==> config.mk <==
export PLATFORM = sky130hd
export DESIGN_NAME = rfc_gated_counter
export DESIGN_NICKNAME = d
export VERILOG_FILES = /design/src/rtl/rfc_edge.v /design/src/rtl/rfc_gated_counter.v
export VERILOG_INCLUDE_DIRS = /design/src /design/src/rtl
export SDC_FILE = /design/constraint.sdc
export NUM_CORES = 1
export LEC_CHECK = 0
export BUFFER_PORTS_ARGS = -buffer_cell sky130_fd_sc_hd__buf_2
export CAP_MARGIN = 10
export CORE_MARGIN = 3
export CORE_UTILIZATION = 45
export DETAILED_ROUTE_END_ITERATION = 12
export MAX_ROUTING_LAYER = met4
export PLACE_DENSITY_LB_ADDON = 0.3
export SLEW_MARGIN = 25
export SYNTH_ARGS = -nofsm -noshare
export SYNTH_HDL_FRONTEND = slang
export SYNTH_SLANG_ARGS = --single-unit
==> constraint.sdc <==
create_clock -name i_clk -period 2 [get_ports i_clk]
set_input_delay 0.3 -clock i_clk [delete_from_list [all_inputs] [get_ports i_clk]]
set_output_delay 0.3 -clock i_clk [all_outputs]
set_load 0.005 [all_outputs]
==> src/rtl/rfc_map.vh <==
/*
 * constants for the rfc gated measurement counter: stop-mode codes,
 * field positions and reset values.
 * assumes inclusion by bare name from rtl design files.
 */
`ifndef RFC_MAP_VH
`define RFC_MAP_VH

// =====================================================================
// stop-mode field of timer0_control
// =====================================================================
`define RFC_STOP_OFF        2'h0
`define RFC_STOP_M1         2'h1
`define RFC_STOP_M2         2'h2
`define RFC_STOP_M3         2'h3
`define RFC_STOP_MSB        7
`define RFC_STOP_LSB        6

// =====================================================================
// interrupt enable bit, reset values and timer2 stop/skip counts
// =====================================================================
`define RFC_IEF_T0_BIT      2
`define RFC_CNT_RST         24'h000000
`define RFC_T2_RST          8'h00
`define RFC_T2_STOP         8'h00
`define RFC_T2_SKIP         8'h02

`endif

==> src/rtl/rfc_edge.v <==
/*
 * two-flop synchroniser with falling and rising edge pulses.
 * assumes input asynchronous to i_clk.
 */
`timescale 1ns/1ps
`default_nettype none

module rfc_edge (
    // clock and reset
    input  wire i_clk,
    input  wire i_rst_b,
    // raw level
    input  wire i_async,
    // synchronised outputs
    output wire o_level,
    output wire o_fall,
    output wire o_rise
);

    reg s1_q;
    reg s2_q;
    reg s3_q;

    always @(posedge i_clk) begin
        if (!i_rst_b) begin
            // idle-high pins: no false edge after reset
            s1_q <= 1'b1;
            s2_q <= 1'b1;
            s3_q <= 1'b1;
        end else begin
            s1_q <= i_async;
            s2_q <= s1_q;
            s3_q <= s2_q;
        end
    end

    assign o_level = s2_q;
    assign o_fall  = s3_q & ~s2_q;
    assign o_rise  = ~s3_q & s2_q;

endmodule

`default_nettype wire

==> src/rtl/rfc_gated_counter.v <==
/*
 * gated measurement counter: timers 0/1/2 chained into an 8/16/24-bit
 * down-counter, gated by one of three stop modes.
 * assumes firmware loads counts and enables timers over plain ports;
 * rc_osc_input and timer2 clock are async pins, timer0_clock is a
 * same-domain enable pulse.
 */
// Functional notes
// - two-bit field selects off or modes 1-3
// - timer1 widens to 16, timer2 to 24 in mode2 only
// - timer2 counts Y-2 falls once gate opens at arm
// - timer2 zero ends; osc counts inside window
// - timer2 gate may deviate two cycles
// - measurement end raises timer0 interrupt if enabled
// - data registers hold count after modes 1,3
// - mode2: osc gates, timer0_clock clocks counter
// - mode2: first osc fall raises cycle start
// - mode2: second osc fall sets stop flag
// - mode2: full 24-bit result readable
// - mode3: timer2 not part of counter
// - mode3: two timer2 falls open/close gate
// - mode3: second timer2 fall pulses stop flag
`timescale 1ns/1ps
`default_nettype none
`include "rfc_map.vh"

module rfc_gated_counter (
    // clock and reset
    input  wire        i_clk,
    input  wire        i_rst_b,
    // configuration
    input  wire [7:0]  i_timer0_control,
    input  wire [7:0]  i_interrupt_enable_flags,
    input  wire        i_tm0_en,
    input  wire        i_tm1_en,
    input  wire        i_tm2_en,
    // load strobes
    input  wire        i_load,
    input  wire [23:0] i_load_count,
    input  wire        i_t2_load,
    input  wire [7:0]  i_t2_init,
    // clock sources
    input  wire        i_timer0_clock,
    input  wire        i_timer2_clock,
    input  wire        i_rc_osc_input,
    // status and data
    output reg  [7:0]  o_tm0_data,
    output reg  [7:0]  o_tm1_data,
    output reg  [7:0]  o_tm2_data,
    output reg         o_cycle_start_gate,
    output reg         o_measure_stop_flag,
    output reg         o_timer0_irq
);

    localparam ST_IDLE = 2'h0;
    localparam ST_ARM  = 2'h1;
    localparam ST_RUN  = 2'h2;
    localparam ST_DONE = 2'h3;

    // =================================================================
    // synchronisers
    // =================================================================
    wire osc_fall;
    wire t2_fall;

    rfc_edge u_osc (
        .i_clk   (i_clk),
        .i_rst_b (i_rst_b),
        .i_async (i_rc_osc_input),
        .o_level (),
        .o_fall  (osc_fall),
        .o_rise  ()
    );

    rfc_edge u_t2 (
        .i_clk   (i_clk),
        .i_rst_b (i_rst_b),
        .i_async (i_timer2_clock),
        .o_level (),
        .o_fall  (t2_fall),
        .o_rise  ()
    );

    // =================================================================
    // decode
    // =================================================================
    wire [1:0] mode = i_timer0_control[`RFC_STOP_MSB:`RFC_STOP_LSB];
    wire ext16 = i_tm0_en & i_tm1_en;
    wire ext24 = ext16 & i_tm2_en & (mode == `RFC_STOP_M2);
    wire armed = i_tm0_en & ((mode == `RFC_STOP_M2) | i_tm2_en);

    // down-count one step at chosen width
    function [23:0] dec_cnt;
        input [23:0] v;
        input        e16;
        input        e24;
        begin
            if (e24)
                dec_cnt = v - 24'h000001;
            else if (e16)
                dec_cnt = {v[23:16], v[15:0] - 16'h0001};
            else
                dec_cnt = {v[23:8], v[7:0] - 8'h01};
        end
    endfunction

    reg [1:0]  state_q;
    reg [23:0] cnt_q;
    reg [7:0]  t2_q;
    reg        arm_q;

    // counter clock per mode
    wire cnt_tick = (mode == `RFC_STOP_M2) ? i_timer0_clock
                                           : osc_fall;

    // =================================================================
    // control machine
    // =================================================================
    always @(posedge i_clk) begin
        if (!i_rst_b) begin
            state_q             <= ST_IDLE;
            cnt_q               <= `RFC_CNT_RST;
            t2_q                <= `RFC_T2_RST;
            arm_q               <= 1'b0;
            o_cycle_start_gate  <= 1'b0;
            o_measure_stop_flag <= 1'b0;
            o_timer0_irq        <= 1'b0;
        end else begin
            arm_q        <= armed;
            o_timer0_irq <= 1'b0;
            if (mode == `RFC_STOP_M3)
                o_measure_stop_flag <= 1'b0;
            if (i_load) begin
                cnt_q               <= i_load_count;
                state_q             <= ST_IDLE;
                o_cycle_start_gate  <= 1'b0;
                o_measure_stop_flag <= 1'b0;
            end
            if (i_t2_load)
                t2_q <= i_t2_init;
            if (!i_load) begin
                case (state_q)
                    ST_IDLE: begin
                        if (mode != `RFC_STOP_OFF && armed && !arm_q) begin
                            state_q             <= ST_ARM;
                            o_measure_stop_flag <= 1'b0;
                        end
                    end
                    ST_ARM: begin
                        if (!armed) begin
                            state_q <= ST_IDLE;
                        end else if (mode == `RFC_STOP_M1) begin
                            // gate opens now; t2 edge sampling gives
                            // up to two timer2 cycles of slip
                            o_cycle_start_gate <= 1'b1;
                            state_q            <= ST_RUN;
                            if (t2_q > `RFC_T2_SKIP)
                                t2_q <= t2_q - `RFC_T2_SKIP;
                            else
                                t2_q <= `RFC_T2_STOP;
                        end else if ((mode == `RFC_STOP_M2 && osc_fall) ||
                                     (mode == `RFC_STOP_M3 && t2_fall)) begin
                            o_cycle_start_gate <= 1'b1;
                            state_q            <= ST_RUN;
                        end
                    end
                    ST_RUN: begin
                        if (!armed) begin
                            state_q            <= ST_IDLE;
                            o_cycle_start_gate <= 1'b0;
                        end else if ((mode == `RFC_STOP_M1 &&
                                      t2_q == `RFC_T2_STOP) ||
                                     (mode == `RFC_STOP_M2 && osc_fall) ||
                                     (mode == `RFC_STOP_M3 && t2_fall)) begin
                            o_cycle_start_gate  <= 1'b0;
                            o_measure_stop_flag <= 1'b1;
                            o_timer0_irq <= i_interrupt_enable_flags
                                            [`RFC_IEF_T0_BIT];
                            state_q <= ST_DONE;
                        end else begin
                            if (mode == `RFC_STOP_M1 && t2_fall)
                                t2_q <= t2_q - 8'h01;
                            if (cnt_tick)
                                cnt_q <= dec_cnt(cnt_q, ext16, ext24);
                        end
                    end
                    ST_DONE: begin
                        // hold result until reload or re-enable
                        if (!armed)
                            state_q <= ST_IDLE;
                    end
                    default: state_q <= ST_IDLE;
                endcase
            end
        end
    end

    // =================================================================
    // readback registers
    // =================================================================
    always @(posedge i_clk) begin
        if (!i_rst_b) begin
            o_tm0_data <= 8'h00;
            o_tm1_data <= 8'h00;
            o_tm2_data <= 8'h00;
        end else begin
            o_tm0_data <= cnt_q[7:0];
            o_tm1_data <= cnt_q[15:8];
            o_tm2_data <= (mode == `RFC_STOP_M2) ? cnt_q[23:16]
                                                 : t2_q;
        end
    end

endmodule

`default_nettype wire

* After elaboration in Yosys (flattened, before gate mapping)
Cells that the tools add are included.
** Cells by class
- Add/sub/neg operators :: 5
- Order comparisons :: 1
- Equality and inequality tests :: 8
- Mux-type cells :: 44
- Bitwise operators :: 13
- Reduce and logical (&&, ||, !) cells :: 14
** Operator list (number)
- 24-bit two-way mux :: 7
- 8-bit two-way mux :: 9
- 24-bit by 1-bit subtractor with 24-bit output (second input constant) :: 1
- 2-bit two-way mux :: 9
- 16-bit two-way mux :: 1
- 8-bit case mux with 2 select lines :: 1
- 16-bit by 1-bit subtractor with 16-bit output (second input constant) :: 1
- 8-bit by 1-bit subtractor with 8-bit output (second input constant) :: 2
- 1-bit two-way mux :: 14
- 2-bit == test (second input constant) :: 4
- 8-bit by 2-bit > comparator with 1-bit output (second input constant) :: 1
- 8-bit logical NOT :: 1
- 2-bit case mux with 4 select lines :: 1
- 8-bit by 2-bit subtractor with 8-bit output (second input constant) :: 1
- 7-bit inequality test (second input constant) :: 1
- 1-bit AND :: 6
- 1-bit logical AND :: 6
- 6-bit inequality test (second input constant) :: 1
- 1-bit NOT :: 6
- 5-bit OR reduction :: 1
- 2-bit by 1-bit == test with 1-bit output (second input constant) :: 2
- 1-bit case mux with 2 select lines :: 2
- 1-bit logical OR :: 3
- 2-bit logical NOT :: 1
- 3 further kinds :: 3
** Word-level totals
- Register bits :: 68
- Output and inout bits :: 27

* Logic depth before layout (Yosys ltp)
- Word-level depth :: 9
- Gate-level depth with buffers :: 9
- Depth with buffers taken out :: 7

* Hierarchy
A second synthesis with hierarchy kept.
** Second synthesis, totals
- Cells, all modules :: 451
- Area total of the unflattened synthesis :: 3739.8 µm²
** By module, submodules not included
- rfc_gated_counter :: instances 1, cells each 435, area each 3557.2 µm², seq. area each 1241.2 µm²
- rfc_edge :: instances 2, cells each 8, area each 91.3 µm², seq. area each 60.1 µm²

* Worst setup path before layout
OpenSTA, ideal clock, no wires.
- Path type :: flip-flop to flip-flop
- Start :: register state_q[0]
- End :: register cnt_q[23]
- Library setup time :: 78 ps
- Arrival time :: 2088 ps
- Required time :: 1922 ps
- Slack :: -166 ps
- Stages on the path, launching flop included :: 9
- Path buffers :: 1
- Clock period less this slack :: 2166 ps
- Path through :: dfxtp_1 -> inv_1 -> ha_1 -> clkbuf_1 -> nand2_1 -> a221o_1 -> nor4_4 -> mux2_1 -> nor3_1
** Between the ends
- Cells in the longest elaborated chain, start to end :: 3
** Ends and longest elaborated chain
- start, declared :: RTL line rfc_gated_counter.v:107 : reg [1:0] state_q;
- start signal, assigned :: RTL line rfc_gated_counter.v:121 : state_q <= ST_IDLE;
- start signal, assigned :: RTL line rfc_gated_counter.v:135 : state_q <= ST_IDLE;
- start signal, assigned :: RTL line rfc_gated_counter.v:145 : state_q <= ST_ARM;
- 2-bit == test * :: RTL line rfc_gated_counter.v:142 : case (state_q)
- 24-bit two-way mux :: RTL line rfc_gated_counter.v:142
- 24-bit two-way mux :: RTL line rfc_gated_counter.v:141 : if (!i_load) begin
- end signal, assigned :: RTL line rfc_gated_counter.v:122 : cnt_q <= `RFC_CNT_RST;
- end signal, assigned :: RTL line rfc_gated_counter.v:134 : cnt_q <= i_load_count;
- end signal, assigned :: RTL line rfc_gated_counter.v:184 : cnt_q <= dec_cnt(cnt_q, ext16, ext24);
- end, declared :: RTL line rfc_gated_counter.v:108 : reg [23:0] cnt_q;
Every way passes the cells marked *; elsewhere a longest branch is shown, timed or not.
A chain may end at the register's enable or synchronous reset.

* Worst setup path in the final report
- Start :: register cnt_q[15]
- End :: register cnt_q[20]
** Between the ends
- Cells in the longest elaborated chain, start to end :: 7
** Ends and longest elaborated chain
- 24-bit by 1-bit subtractor with 24-bit output :: RTL line rfc_gated_counter.v:99 : dec_cnt = v - 24'h000001;
- 24-bit two-way mux :: RTL line rfc_gated_counter.v:98 : if (e24)
- 24-bit two-way mux :: RTL line rfc_gated_counter.v:183 : if (cnt_tick)
- 24-bit two-way mux :: RTL line rfc_gated_counter.v:171 : end else if ((mode == `RFC_STOP_M1 &&
- 24-bit two-way mux :: RTL line rfc_gated_counter.v:168 : if (!armed) begin
- 24-bit two-way mux :: RTL line rfc_gated_counter.v:142
- 24-bit two-way mux :: RTL line rfc_gated_counter.v:141
Every way passes these cells. The select of a mux whose other input is x is not followed.

==> reports/qor.csv <==
metric;value;unit
r2r endpoint;cnt_q[20]$_SDFFE_PN0P_;
startpoint of the tightest hold check path;i_rc_osc_input;
final clock period utilization by the worst path;103;%
number of DRC violations after detailed routing;0;
Netlist cell types;72;
placed standard-cell area;4800;um2
Filler Cells Inserted;656;
number of synthesized flops with an enable pin;0;
count of maximum capacitance violations;0;
Startpoint Class;flop;
Ports;85;
FF-to-FF path depth;5;
clock share of power;35.6;%
proportion of layout cells with a drive suffix above 1;38.1;%
FF-to-FF Start;cnt_q[15]$_SDFFE_PN0P_;
via count of the routed design;4062;
outcome;complete, but fails checks;
width of the die;97.8;um
PnR worst setup slack;-0.0514;ns
final-stage net count;664;
Final ANT Viol Nets;0;
worst relative slew slack;71.0;%
pre-CTS worst setup slack;-0.0802;ns
Placement Rows;32;
Antenna Diode Count;0;
CP Data Required Time;2.27;ns
vias in the first global route;4041;
cell type with the largest total area after synthesis;sky130_fd_sc_hd__dfxtp_1;
GRT Residual Overflow;0;
Clock Pin Slew Worst Setup and Hold Paths;0.07;ns
clock network latency to the later pin of the worst-skew pair;0.34;ns
buffer type at the clock tree root;sky130_fd_sc_hd__clkbuf_8;
number of port buffers;71;
critical-path maximum fanout;2;
endpoint arrival time on the critical path;2.32;ns
hold-critical path endpoint;u_osc.s1_q$_SDFF_PN1_;
first-pass GRT wire length;19200;um
detail-routed via count per cell;5.78;
worst hold path cell count;2;
DPL Wire Length;8670;um
mean instance size in the synthesized netlist;8.43;um2
maximum VDD drop;0.353;mV
detailed-route wire length per cell;17.0;um
dominant cells by area after synthesis;sky130_fd_sc_hd__dfxtp_1 (36%), sky130_fd_sc_hd__nand2_1 (5.4%), sky130_fd_sc_hd__ha_1 (3.3%);
final wirelength;11900;um
internal portion of total power;2.39;mW
failing checks;setup timing;
Tightest Hold Check Type;input port to flop;
flop and latch count out of synthesis;68;
Net Count, Synth;518;
H-tree depth reported by CTS;3;
final core utilization;66.6;%
DIE AREA;9560;um2
number of setup violations in the final report;2;
slew at the pin closest to its max-slew limit;0.430;ns
global-route total usage across every layer;24.9;%
async set or reset register ratio after synthesis;0;%
Final Total Pwr;3.37;mW
kind of critical path;flop to flop;
number of buffers created by CTS;9;
maximum clock insertion buffer count;2;
power share of the combinational group;20.5;%
number of cells in the design after placement;679;
count of clock tree sinks;68;
worst reg-to-reg setup slack;-0.05;ns
first-pass detailed-route iteration total;5;
Final Hold Slack;0.136;ns
vertical die dimension;97.8;um
Post-Synthesis Cell Area;3790;um2
final critical delay including setup and external delays;2.05;ns
most common flop cell mapped by yosys;sky130_fd_sc_hd__dfxtp_1;
power share of the sequential group;43.9;%
yosys warns;0;
area of the placeable core;7970;um2
number of antenna violations at the first check in global routing;0;
switching share of power;29.0;%
area added between synthesis and finish;40.0;%
maximum clock skew at final layout;0.00766;ns
count of final max-slew check failures;0;
Psw;979;uW
TritonCTS clock tree;done;
synthesized instance count;450;
Fmax;487;MHz
largest net degree at the start of global routing;21;
cell area after layout;5310;um2
sequential-to-total area share from yosys stat;35.9;%
Sum Neg Setup Slack;-0.0896;ns
P per Cell Area;636;nW/um2
top cell type's share of synthesized area;35.9;%
global placer's final weighted congestion;0.920;
CP Capture Type;flop;
Starting Density;47.6;%
leakage power total;2.22;nW
number of standard cells in the final layout excluding fillers;703;
unrepaired setup endpoints after global routing;true;
number of hold-slack violations in the final timing report;0;
CTS Hold Bufs;0;
number of design-rule violations left by the first detailed-router iteration;256;
final cells by class:
| type | count | area (um2) | area share (%) |
|---|---|---|---|
| clock inverter | 5 | 58.8 | 1.11 |
| multi-input combinational | 340 | 2470 | 46.6 |
| timing repair buffer | 163 | 1080 | 20.3 |
| sequential | 68 | 1370 | 25.7 |
| inverter | 14 | 52.6 | 0.990 |
| tap | 102 | 128 | 2.40 |
| clock buffer | 11 | 151 | 2.85 |
worst max-delay path, cell delays in order, from the launching register on:
cell and delay, ns:
sky130_fd_sc_hd__dfxtp_2 0.32, sky130_fd_sc_hd__or4_4 0.56, sky130_fd_sc_hd__a2111oi_4 0.34, sky130_fd_sc_hd__nand4b_2 0.18
sky130_fd_sc_hd__or4_1 0.42, sky130_fd_sc_hd__a31oi_1 0.16
Yosys cell counts, drive strengths merged (4+ instances only):
cell type and number:
dfxtp 68, a32oi 7, nand3 13, and2 18, xor2 6, nand4b 5
nand2 55, o311ai 4, a31oi 12, or4 12, nor2 22, mux2i 10
inv 14, nand2b 14, nor4 13, o31ai 9, o21ai 23, xnor2 4
nor3 11, nor3b 4, o22ai 5, clkbuf 26, ha 10, a21oi 22
nand3b 5, nor2b 4, nand4 5
kinds of logic after synthesis:
group,after synthesis,synth area share [%]
mux,13,3.53
simple gates,193,29.4
fa+ha+maj,10,3.30
xor+xnor,10,2.31
buf+inv,42,4.26
flops,68,35.9
compound gates,114,21.3
how the worst max path moves through the flow:
stage	from	end	slack (ns)	depth (start not counted)
final	cnt_q[15]$_SDFFE_PN0P_	cnt_q[20]$_SDFFE_PN0P_	-0.05	5
after global routing	cnt_q[15]$_SDFFE_PN0P_	cnt_q[20]$_SDFFE_PN0P_	-0.15	5
after CTS	cnt_q[15]$_SDFFE_PN0P_	cnt_q[20]$_SDFFE_PN0P_	-0.05	5
after detailed placement	cnt_q[15]$_SDFFE_PN0P_	cnt_q[20]$_SDFFE_PN0P_	-0.08	5
after global placement	cnt_q[15]$_SDFFE_PN0P_	cnt_q[20]$_SDFFE_PN0P_	-0.04	5
after floorplan	t2_q[1]$_SDFF_PN0_	t2_q[5]$_SDFF_PN0_	0.004	7
state kept, by name, indices dropped and copies added (netlist names), 2 cells and up:
signal and flops:
cnt_q 24, o_tm0_data 8, o_tm1_data 8, o_tm2_data 8, t2_q 8, state_q 2
layer usage:
layer	vias to the layer above	routed length [um]	global-route usage, %
li1	1955	-	-
met1	1915	5270	31.6
met2	167	5710	40.6
met3	25	780	4.79
met4	0	186	6.82
met5	-	0	-
cells in the final DEF (no fill, tap or decap), types with 12 or more instances in the layout:
cell / netlist / layout
sky130_fd_sc_hd__o21ai_0: 21 / 21
sky130_fd_sc_hd__a21oi_1: 22 / 21
sky130_fd_sc_hd__buf_2: 2 / 71
sky130_fd_sc_hd__nand2b_1: 14 / 14
sky130_fd_sc_hd__nand2_1: 55 / 54
sky130_fd_sc_hd__buf_4: 0 / 84
sky130_fd_sc_hd__nor2_1: 22 / 21
sky130_fd_sc_hd__and2_1: 17 / 17
sky130_fd_sc_hd__a31oi_1: 12 / 12
sky130_fd_sc_hd__dfxtp_1: 68 / 64
power by group through the flow:
stage,Sequential [mW],Combinational [mW],Clock [mW]
6_report,1.48,0.692,1.20
3_3_place_gp,1.50,0.618,0
2_1_floorplan,1.50,0.341,0
3_5_place_dp,1.51,0.623,0
5_1_grt,1.49,0.753,1.29
4_1_cts,1.48,0.633,1.23
repair_timing:
item,in CTS,in global routing
setup endpoints to repair,7,35
hold endpoints to repair,0,0
setup buffers,2,6
pin swaps,3,16
gates cloned,0,1
gates resized for setup,5,45
(Power assumes the default switching activity.)
